File: src/verilog/thc_map.svh
`ifndef THC_MAP_SVH
`define THC_MAP_SVH
// timing
`define THC_CLK_HZ 50000000
`define THC_CYCLE_US 1000
`define THC_CYCLE_CLKS ((`THC_CLK_HZ / 1000000) * `THC_CYCLE_US)
`define THC_STEP_MS 10
`define THC_SYNC_MAX_STEPS 6'h32
`define THC_INTER_MS 500
`define THC_STEP_TICKS ((`THC_STEP_MS * 1000) / `THC_CYCLE_US)
`define THC_INTER_TICKS ((`THC_INTER_MS * 1000) / `THC_CYCLE_US)
// register offsets
`define THC_OFS_CTRL 8'h00
`define THC_OFS_SYNC1 8'h04
`define THC_OFS_SYNC2 8'h08
`define THC_OFS_STATUS 8'h0c
// control fields
`define THC_CTRL_RUN 0
`define THC_CTRL_FALL 1
`define THC_CTRL_THREE 2
`define THC_CTRL_NEN 3
// reset values
`define THC_CTRL_RST 5'h00
`define THC_WIN_RST 6'h00
`endif

File: src/verilog/thc_pkg.sv
package thc_pkg;
`include "thc_map.svh"

	typedef enum logic [3:0] {
		ST_IDLE = 4'b0001,
		ST_WAIT = 4'b0010,
		ST_REL = 4'b0100,
		ST_LOCK = 4'b1000
	} sync_state_t;

	typedef struct packed {
		logic [9:0] s1;
		logic [9:0] s2;
		logic run;
		logic fall;
		logic three;
		logic [1:0] n_en;
		logic [5:0] win1;
		logic [5:0] win2;
		logic [15:0] div;
		logic tick;
		logic cyc_prev;
		logic run_prev;
		sync_state_t st;
		logic [9:0] wcnt;
		logic pair_rel;
		logic [2:0] seen;
		logic comb_rel;
		logic [31:0] rdata;
		logic err;
	} top_state_t;

	function automatic logic [9:0] steps_to_ticks(input logic [5:0] steps);
		return 10'(steps * `THC_STEP_TICKS);
	endfunction : steps_to_ticks
endpackage : thc_pkg

File: src/verilog/pair_eval.sv
`timescale 1ns/1ps
module pair_eval (
	// clock and reset
	input wire logic core_clk_i,
	input wire logic rst_i,
	// control
	input wire logic tick_i,
	input wire logic clear_i,
	input wire logic [5:0] win_i,
	// synchronised pair inputs
	input wire logic a_i,
	input wire logic b_i,
	// evaluation
	output logic active_o,
	output logic rest_o,
	output logic fault_o
);
	typedef struct packed {
		logic act;
		logic rest;
		logic fault;
		logic [9:0] tmr;
	} pair_state_t;

	pair_state_t q;
	pair_state_t d;
	logic act_now;
	logic rest_now;

	// complementary channels: a high with b low is actuated
	assign act_now = a_i && !b_i;
	assign rest_now = !a_i && b_i;

	always_comb begin
		d = q;
		if (clear_i) begin
			d = '0;
		end else if (tick_i) begin
			d.rest = rest_now;
			if (rest_now) begin
				d.fault = 1'b0;
				d.act = 1'b0;
				d.tmr = 10'h000;
			end else if (act_now) begin
				// a fault holds the pair off until it has seen rest again
				d.act = !q.fault;
				d.tmr = 10'h000;
			end else begin
				d.act = 1'b0;
				if (win_i != 6'h00 && !q.fault) begin
					if (q.tmr >= thc_pkg::steps_to_ticks(win_i) - 10'h001) begin
						d.fault = 1'b1;
					end else begin
						d.tmr = q.tmr + 10'h001;
					end
				end
			end
		end
	end

	always_ff @(posedge core_clk_i or posedge rst_i) begin
		if (rst_i) begin
			q <= '0;
		end else begin
			q <= d;
		end
	end

	assign active_o = q.act;
	assign rest_o = q.rest;
	assign fault_o = q.fault;
endmodule : pair_eval

File: src/verilog/two_hand_control_monitor.sv
// Summary of operation
// - per-pair synchronous time, off or 10-500 ms
// - window between pairs fixed at 500 ms
// - outputs: release, pair one fault, pair two fault
// - pair one checked as complementary channels
// - pair two complementary, own synchronous time
// - second pair later than 500 ms: no release
// - idle only when both pairs at rest
// - missed window raises no fault, release low
// - combiner takes two or three operators
// - combiner takes zero, one or two enables
// - cycle-request edge forces release of all hands
// - release only while every used enable stays high
// - each used hand input seen low since restart/edge
// - then release when all used hands high together
// - any used enable low drives release low
// - any used hand input low drives release low
// - cycle-request edge forces release low at once
// - stop-to-run acts like a cycle-request edge
//
// Our own choices: the register offsets and the APB interface to the registers.
`timescale 1ns/1ps
`include "thc_map.svh"
module two_hand_control_monitor #(
	parameter int CYCLE_CLKS = `THC_CYCLE_CLKS
) (
	// clock and reset
	input wire logic core_clk_i,
	input wire logic rst_i,
	// apb slave
	input wire logic psel_i,
	input wire logic penable_i,
	input wire logic pwrite_i,
	input wire logic [7:0] paddr_i,
	input wire logic [31:0] pwdata_i,
	output logic [31:0] prdata_o,
	output logic pready_o,
	output logic pslverr_o,
	// paired two-hand pins
	input wire logic p1_a_i,
	input wire logic p1_b_i,
	input wire logic p2_a_i,
	input wire logic p2_b_i,
	// multi-operator pins
	input wire logic [2:0] two_hand_i,
	input wire logic [1:0] enable_i,
	input wire logic cycle_req_i,
	// results
	output logic pair_release_o,
	output logic pair_one_fault_o,
	output logic pair_two_fault_o,
	output logic multi_release_o
);
	localparam logic [9:0] INTER_TICKS = 10'(`THC_INTER_TICKS);

	thc_pkg::top_state_t q;
	thc_pkg::top_state_t d;
	logic p1_act;
	logic p1_rest;
	logic p2_act;
	logic p2_rest;
	logic [2:0] th_m;
	logic [1:0] en_m;
	logic th_ok;
	logic en_ok;
	logic cyc_edge;
	logic restart;
	logic addr_ok;
	logic [31:0] rd_val;

	////////////////////////////////////////////////////////////////////////////
	// pair evaluators

	pair_eval u_pair_one (
		.core_clk_i(core_clk_i),
		.rst_i(rst_i),
		.tick_i(q.tick),
		.clear_i(!q.run),
		.win_i(q.win1),
		.a_i(q.s2[0]),
		.b_i(q.s2[1]),
		.active_o(p1_act),
		.rest_o(p1_rest),
		.fault_o(pair_one_fault_o)
	);

	pair_eval u_pair_two (
		.core_clk_i(core_clk_i),
		.rst_i(rst_i),
		.tick_i(q.tick),
		.clear_i(!q.run),
		.win_i(q.win2),
		.a_i(q.s2[2]),
		.b_i(q.s2[3]),
		.active_o(p2_act),
		.rest_o(p2_rest),
		.fault_o(pair_two_fault_o)
	);

	////////////////////////////////////////////////////////////////////////////
	// combiner terms

	assign th_m = q.three ? 3'h7 : 3'h3;
	assign en_m = (q.n_en == 2'h0) ? 2'h0 : ((q.n_en == 2'h1) ? 2'h1 : 2'h3);
	assign th_ok = (q.s2[6:4] & th_m) == th_m;
	assign en_ok = (q.s2[8:7] & en_m) == en_m;
	// the request line is automation only, so a plain edge compare suffices
	assign cyc_edge = q.fall ? (q.cyc_prev && !q.s2[9]) : (!q.cyc_prev && q.s2[9]);
	assign restart = q.run && !q.run_prev;

	////////////////////////////////////////////////////////////////////////////
	// register read mux

	always_comb begin
		addr_ok = 1'b1;
		case (paddr_i)
			`THC_OFS_CTRL: rd_val = {27'h0, q.n_en, q.three, q.fall, q.run};
			`THC_OFS_SYNC1: rd_val = {26'h0, q.win1};
			`THC_OFS_SYNC2: rd_val = {26'h0, q.win2};
			`THC_OFS_STATUS: rd_val = {25'h0, q.seen, q.comb_rel, pair_two_fault_o, pair_one_fault_o, q.pair_rel};
			default: begin
				rd_val = 32'h0000_0000;
				addr_ok = 1'b0;
			end
		endcase
	end

	////////////////////////////////////////////////////////////////////////////
	// next state

	always_comb begin
		d = q;
		d.s1 = {cycle_req_i, enable_i, two_hand_i, p2_b_i, p2_a_i, p1_b_i, p1_a_i};
		d.s2 = q.s1;
		d.tick = 1'b0;
		if (q.div >= 16'(CYCLE_CLKS - 1)) begin
			d.div = 16'h0000;
			d.tick = 1'b1;
		end else begin
			d.div = q.div + 16'h0001;
		end
		// setup phase latches the answer so the access phase needs no wait
		if (psel_i && !penable_i) begin
			d.rdata = rd_val;
			d.err = !addr_ok;
			if (pwrite_i && (paddr_i == `THC_OFS_SYNC1 || paddr_i == `THC_OFS_SYNC2)
				&& pwdata_i[5:0] > `THC_SYNC_MAX_STEPS) begin
				d.err = 1'b1;
			end
		end
		if (psel_i && penable_i && pwrite_i && !q.err) begin
			case (paddr_i)
				`THC_OFS_CTRL: begin
					d.run = pwdata_i[`THC_CTRL_RUN];
					d.fall = pwdata_i[`THC_CTRL_FALL];
					d.three = pwdata_i[`THC_CTRL_THREE];
					d.n_en = pwdata_i[`THC_CTRL_NEN +: 2];
				end
				`THC_OFS_SYNC1: d.win1 = pwdata_i[5:0];
				`THC_OFS_SYNC2: d.win2 = pwdata_i[5:0];
				default: d.run = q.run;
			endcase
		end
		if (q.tick) begin
			d.cyc_prev = q.s2[9];
			d.run_prev = q.run;
			// paired-input synchronisation
			case (q.st)
				thc_pkg::ST_IDLE: begin
					if (pair_one_fault_o || pair_two_fault_o) begin
						d.st = thc_pkg::ST_LOCK;
					end else if (p1_act && p2_act) begin
						d.st = thc_pkg::ST_REL;
					end else if (p1_act || p2_act) begin
						d.st = thc_pkg::ST_WAIT;
						d.wcnt = 10'h000;
					end
				end
				thc_pkg::ST_WAIT: begin
					if (pair_one_fault_o || pair_two_fault_o) begin
						d.st = thc_pkg::ST_LOCK;
					end else if (p1_act && p2_act) begin
						d.st = thc_pkg::ST_REL;
					end else if (!p1_act && !p2_act) begin
						d.st = (p1_rest && p2_rest) ? thc_pkg::ST_IDLE : thc_pkg::ST_LOCK;
					end else if (q.wcnt >= INTER_TICKS - 10'h001) begin
						d.st = thc_pkg::ST_LOCK;
					end else begin
						d.wcnt = q.wcnt + 10'h001;
					end
				end
				thc_pkg::ST_REL: begin
					if (!(p1_act && p2_act)) begin
						d.st = thc_pkg::ST_LOCK;
					end
				end
				thc_pkg::ST_LOCK: begin
					if (p1_rest && p2_rest && !pair_one_fault_o && !pair_two_fault_o) begin
						d.st = thc_pkg::ST_IDLE;
					end
				end
				default: d.st = thc_pkg::ST_LOCK;
			endcase
			d.pair_rel = (d.st == thc_pkg::ST_REL);
			// multi-operator combiner
			if (cyc_edge || restart) begin
				d.seen = 3'h0;
				d.comb_rel = 1'b0;
			end else begin
				d.seen = q.seen | (~q.s2[6:4] & th_m);
				d.comb_rel = en_ok && th_ok && ((q.seen & th_m) == th_m);
			end
		end
		if (!q.run) begin
			d.st = thc_pkg::ST_IDLE;
			d.wcnt = 10'h000;
			d.pair_rel = 1'b0;
			d.seen = 3'h0;
			d.comb_rel = 1'b0;
			d.run_prev = 1'b0;
			d.cyc_prev = q.s2[9];
		end
	end

	always_ff @(posedge core_clk_i or posedge rst_i) begin
		if (rst_i) begin
			q <= '0;
			q.st <= thc_pkg::ST_IDLE;
		end else begin
			q <= d;
		end
	end

	assign prdata_o = q.rdata;
	assign pslverr_o = q.err;
	assign pready_o = 1'b1;
	assign pair_release_o = q.pair_rel;
	assign multi_release_o = q.comb_rel;
endmodule : two_hand_control_monitor

File: config.mk
export PLATFORM = sky130hd
export DESIGN_NAME = two_hand_control_monitor
export DESIGN_NICKNAME = d
export VERILOG_FILES = /design/src/verilog/thc_pkg.sv /design/src/verilog/pair_eval.sv /design/src/verilog/two_hand_control_monitor.sv
export VERILOG_INCLUDE_DIRS = /design/src /design/src/verilog
export SDC_FILE = /design/constraint.sdc
export NUM_CORES = 1
export LEC_CHECK = 0
export ABC_CLOCK_PERIOD_IN_PS = 8750
export CAP_MARGIN = 20
export CELL_PAD_IN_SITES_DETAIL_PLACEMENT = 0
export CELL_PAD_IN_SITES_GLOBAL_PLACEMENT = 2
export CORE_ASPECT_RATIO = 1.25
export CORE_MARGIN = 2
export CORE_UTILIZATION = 43
export CTS_CLUSTER_SIZE = 10
export DETAILED_ROUTE_END_ITERATION = 7
export DONT_BUFFER_PORTS = 1
export PLACE_DENSITY = 0.93
export SYNTH_ARGS = -nofsm -noshare
export SYNTH_HDL_FRONTEND = slang
export SYNTH_SLANG_ARGS = --single-unit
File: constraint.sdc
create_clock -name core_clk_i -period 8.75 [get_ports core_clk_i]
set_input_delay 0.875 -clock core_clk_i [delete_from_list [all_inputs] [get_ports core_clk_i]]
set_output_delay 0.875 -clock core_clk_i [all_outputs]
set_load 0.005 [all_outputs]
After elaboration in Yosys (flattened, before gate mapping). Index checks and enable logic that the tools add are counted.

Register bits after elaboration: 134. Output and inout bits: 38. Input port bits: 55.

Reduce and logical (&&, ||, !) cells: 53. Equal/unequal tests: 31. Bitwise logic cells: 6. Mux-type cells: 51. Add/subtract/negate cells: 6. Order comparisons: 5. Multiply operators: 2.

Operators with widths (count): $mux W10 (10); $mux W13 (4); $mux W11 (4); $mux W4 (11); $mux W21 (2); $add A10 B1 Y10 const B (3); $pmux W7 S4 (1); $ne A3 B3 Y1 const B (9); $logic_and A1 B1 Y1 (22); $ge A10 B10 Y1 (2); $pmux W10 S2 (1); $sub A10 B1 Y10 const B (2); $mul A6 B3 Y9 const B (2); $add A16 B1 Y16 const B (1); $eq A8 B4 Y1 const B (2); $ge A16 B16 Y1 const B (1); $mux W16 (1); $pmux W4 S4 (1); $ne A3 B1 Y1 const B (5); $logic_not A1 Y1 (14); $mux W14 (1); $mux W1 (12); $reduce_bool A6 Y1 (2); $ge A10 B9 Y1 const B (1); other kinds (26) (40).

Depth between registers and ports, before layout.
Word-level depth: 10. Gate-level depth with buffers: 19.

Cells and area by module. A second synthesis with hierarchy kept.

Cells, all modules: 683. Area total of the unflattened synthesis: 6677.7 um2.

Modules (own cells, without submodules): two_hand_control_monitor (area an instance 3983.8 um2, cells each 374, instances 1); pair_eval (u_pair_one) (area an instance 1383.8 um2, cells each 158, instances 1); pair_eval (u_pair_two) (area an instance 1310.0 um2, cells each 151, instances 1).

Worst setup path before layout. OpenSTA, ideal clock, no wires.

Path type: register to register. From: reg q[72] (netlist name). To: reg u_pair_two.q[4] (netlist name). Clock period less this slack: 4.071 ns. Setup slack: 4.679 ns. Stages on the path, launching flop included: 19. Arrival: 3.980 ns. Required time: 8.658 ns. Path buffers: 2. Cell sequence: dfrtp_1 -> ha_1 -> ha_1 -> inv_1 -> fa_1 -> xor2_1 -> and4_1 -> nor3b_1 -> nor3_1 -> a32oi_1 -> ha_1 -> a211oi_2 -> nand2_1 -> a2111o_1 -> a211o_1 -> buf_6 -> a211o_1 -> buf_6 -> o31ai_2.

Longest elaborated chain between the ends: 5.

Ends and longest elaborated chain: from (decl) (RTL line two_hand_control_monitor.sv:56) `thc_pkg::top_state_t q;`; $mul A6 B3 Y9 (no source line); $sub A10 B1 Y10 (RTL line pair_eval.sv:51) `if (q.tmr >= thc_pkg::steps_to_ticks(win_i) - 10'h001) begin`; $ge A10 B10 Y1 (RTL line pair_eval.sv:51); $ne A4 B2 Y1 (no source line); $reduce_and A3 Y1 (no source line) (*); to (signal assigned) (RTL line pair_eval.sv:63) `q <= '0;`; to (signal assigned) (RTL line pair_eval.sv:65) `q <= d;`; to (decl) (RTL line pair_eval.sv:25) `pair_state_t q;`.

Mark *: on every way between the ends. The rest lies on a longest branch, timed or not. A chain may end at the register's enable or synchronous reset.

Worst setup path in the final report.
From: reg q[72] (netlist name). To: reg u_pair_two.q[6] (netlist name).

Same word-level chain as after synthesis.

==> results.py <==
metrics = {
    "synthesis": {
        "avgSynthCellArea_sq_um": 9.61,
        "post_synth_num_cell_types": 61,
        "synthTopCellsByArea": "dfrtp_1, ha_1, nand2_1",
        "synth.area.mux_share_pct": 5.46,
        "synth-compound-area-share_pct": 13.2,
        "synth_most_common_cell": "dfrtp_1",
        "synth_flop_cell": "dfrtp_1",
        "ys_async_sr_fraction_pct": 100,
        "synthesis.instances": 677,
        "synth.top_cell.area_share_pct": 41.5,
        "synth_edf_count": 0,
        "synthTopCellsByCount": "dfrtp_1, nand2_1, nor2_1",
        "seq_area_frac_synth_pct": 42.0,
        "synth_top_area_cell": "dfrtp_1",
        "ys_seq_elements": 109,
        "synthXorXnorAreaFrac_pct": 4.85,
        "synth-warning-count": 0,
        "synth_top_family_by_area": "simple AND/OR/NAND/NOR gates",
        "synth_simple_gate_area_share_pct": 18.3,
        "syn-cell-area_sq_um": 6500,
        "synthAdderAreaFrac_pct": 9.08,
    },
    "power_and_ir_drop": {
        "power_mw": 0.973,
        "ir_drop_uv": 76.6,
        "p_leak_nw": 3.15,
        "powerDensity_nw_per_um2": 143,
    },
    "placement": {
        "portBuffers": 0,
        "post-dp-hpwl_um": 9470,
        "place.gp.congestion": 0.798,
    },
    "timing": {
        "min_period_over_period_pct": 52.4,
        "drv_slew": 0,
        "max_slew_margin_pct": 43.2,
        "fin_worst_skew_ns": 0.0134,
        "hold_viol": 0,
        "setup_viol_count_final": 0,
        "worstMarginPinSlew_ns": 0.852,
        "fin_tns_setup_ns": 0,
        "grt_setup_unrepaired": "false",
        "hold_ws_ns": 0.353,
        "fmaxAchievable_ghz": 0.218,
        "period_needed_ns": 4.59,
    },
    "critical_path": {
        "critPathRequiredTime_ns": 9.02,
        "r2r_cells": 16,
        "end_kind": "flip-flop",
        "ff2ff_setup_slack_ns": 4.16,
        "r2r_end": "u_pair_two.q[6]$_DFFE_PP0P_",
        "setup.worst_path.end": "u_pair_two.q[6]$_DFFE_PP0P_",
        "crit_start": "q[72]$_DFFE_PP0P_",
        "cp-start-kind": "flip-flop",
        "rr_startpoint": "q[72]$_DFFE_PP0P_",
        "crit_type": "flip-flop to flip-flop",
        "arrival_ns": 4.85,
        "crit_fanout": 10,
    },
    "finish": {
        "layout-area-overhead-vs-synth_pct": 4.62,
        "nets": 763,
        "layout-drive-gt1-share_pct": 7.51,
        "diodes": 0,
        "final_util_pct": 45.7,
    },
    "flow_run": {
        "drv_cap": 0,
    },
    "clock_tree": {
        "cts_buffers": 9,
        "clockRootBuffer": "clkbuf_16",
        "cts_setup_buffers": 0,
        "h-tree-depth": 3,
        "clk_pin_slew_ns": 0.07,
        "cts_max_path_buffers": 2,
        "cts_tree": "yes",
        "hold_buffers": 0,
        "cts_resized": 0,
        "cts.sinks": 109,
        "clock_latency_ns": 0.36,
    },
    "detailed_routing": {
        "num_vias": 4680,
        "drtPass1Iterations": 4,
        "wl_per_cell_um": 15.3,
        "drc": 0,
        "drt_wl_total_um": 13000,
        "drtIter0Drc": 226,
        "ant_nets": 0,
        "via_per_inst": 5.52,
    },
    "status": {
        "status": "finished, final reports clean",
    },
    "floorplan": {
        "fp.dieW_um": 114,
        "die_y_um": 142,
        "row_count": 50,
        "io_pins": 93,
        "initial_core_util_pct": 43.7,
        "dieArea_sq_um": 16100,
        "core_sq_um": 14900,
    },
    "worst_hold_path": {
        "min_from": "d[96]$_DFF_PP0_",
        "hp-class": "flip-flop to flip-flop",
    },
    "grt": {
        "grt_util_all_layers_pct": 17.1,
        "antenna_found_initial": 0,
        "grt_pass1_vias": 4781,
        "overflow": 0,
        "grt_max_degree": 58,
        "grt_pass1_wl_um": 22300,
    },
}
how the worst min path moves through the flow:
stage | end | cells after the start | slack (ns)
after floorplan | q[88]$_DFF_PP0_ | 0 | 0.33
after detailed placement | q[96]$_DFF_PP0_ | 0 | 0.34
after CTS | q[96]$_DFF_PP0_ | 0 | 0.35
after global placement | q[96]$_DFF_PP0_ | 0 | 0.34
after global routing | q[96]$_DFF_PP0_ | 0 | 0.36
final | q[96]$_DFF_PP0_ | 0 | 0.35
layout by cell type (no fill, tap or decap), types with 3 or more instances in the layout:
| master | synthesis | final |
|---|---|---|
| dfrtp_1 | 108 | 108 |
| nand2_1 | 71 | 71 |
| nor2_1 | 53 | 53 |
| ha_1 | 44 | 44 |
| o21ai_0 | 37 | 37 |
| nand3_1 | 31 | 31 |
| inv_1 | 31 | 30 |
| conb_1 | 2 | 26 |
| a21oi_1 | 21 | 21 |
| xnor2_1 | 20 | 20 |
| mux2_2 | 18 | 18 |
| xor2_1 | 16 | 16 |
| nand2b_1 | 15 | 15 |
| and3_1 | 14 | 14 |
| a31oi_1 | 10 | 10 |
| nor3_1 | 10 | 10 |
| nand4_1 | 9 | 9 |
| clkbuf_16 | 0 | 9 |
| nor2b_1 | 8 | 8 |
| a22o_1 | 7 | 7 |
| or3_1 | 7 | 7 |
| nor4_1 | 6 | 6 |
| a21o_1 | 6 | 6 |
| and2_1 | 6 | 6 |
| mux4_2 | 5 | 5 |
| o22ai_1 | 5 | 5 |
| a211oi_1 | 4 | 4 |
| o31ai_1 | 4 | 4 |
| mux2i_1 | 4 | 4 |
| nor3b_1 | 4 | 4 |
| o21a_1 | 3 | 3 |
| a21boi_0 | 3 | 3 |
| a32oi_1 | 3 | 3 |
| nand4b_1 | 3 | 3 |
| o2111ai_1 | 3 | 3 |
| o31ai_2 | 3 | 3 |
through the flow:
stage                     cells  area [sq um]  setup WS (ns)
after floorplan             701          6600           4.68
after global placement      832          6500           4.28
after detailed placement    832          6500           4.16
after CTS                   847          6800           4.15
after global routing        848          6810           3.83
final                       848          6810           4.16
state kept, by name (all words and copies together), names as in the netlist:
register             count
d                       10
multi_release_o          1
pair_release_o           1
prdata_o                 7
pslverr_o                1
q                       63
u_pair_one.active_o      1
u_pair_one.fault_o       1
u_pair_one.q            10
u_pair_one.rest_o        1
u_pair_two.active_o      1
u_pair_two.fault_o       1
u_pair_two.q            10
u_pair_two.rest_o        1
worst max-delay path, cell delays in order (launching register included):
cell and delay [ns]:
dfrtp_1 0.45, ha_1 0.31, ha_1 0.16, inv_1 0.06, fa_1 0.40, xor2_1 0.23
and4_1 0.31, nor3b_1 0.22, nor3_1 0.08, a32oi_1 0.18, ha_1 0.28, a211oi_2 0.22
nand2_1 0.09, a2111o_1 0.31, a211o_1 0.42, a211o_1 0.51, o31ai_2 0.26
power by group:
| group | total, mW | leakage, nW | internal [mW] | switching [mW] |
|---|---|---|---|---|
| sequential | 0.514 | 1.45 | 0.510 | 0.00438 |
| clock | 0.419 | 0.143 | 0.231 | 0.188 |
| combinational | 0.0401 | 1.56 | 0.0135 | 0.0266 |
area by class of cell:
cell class	count	area (sq um)
tap	182	228
clock inverter	4	55.1
timing repair buffer	3	20.0
sequential	109	2730
multi-input combinational	508	3410
inverter	31	119
fill	1427	8080
clock buffer	11	243
layer usage:
metal / wire length [um] / track usage, %
met1: 5730 / 20.7
met2: 6630 / 30.0
met3: 444 / 3.16
met4: 210 / 6.68
met5: 0 / 0
cell families after synthesis:
logic type      Yosys count
other cells               2
mux                      27
compound gates          129
buf+inv                  84
fa+ha+maj                46
flops                   109
xor+xnor                 36
simple gates            244
No activity file was read; power rests on OpenSTA's default activity.
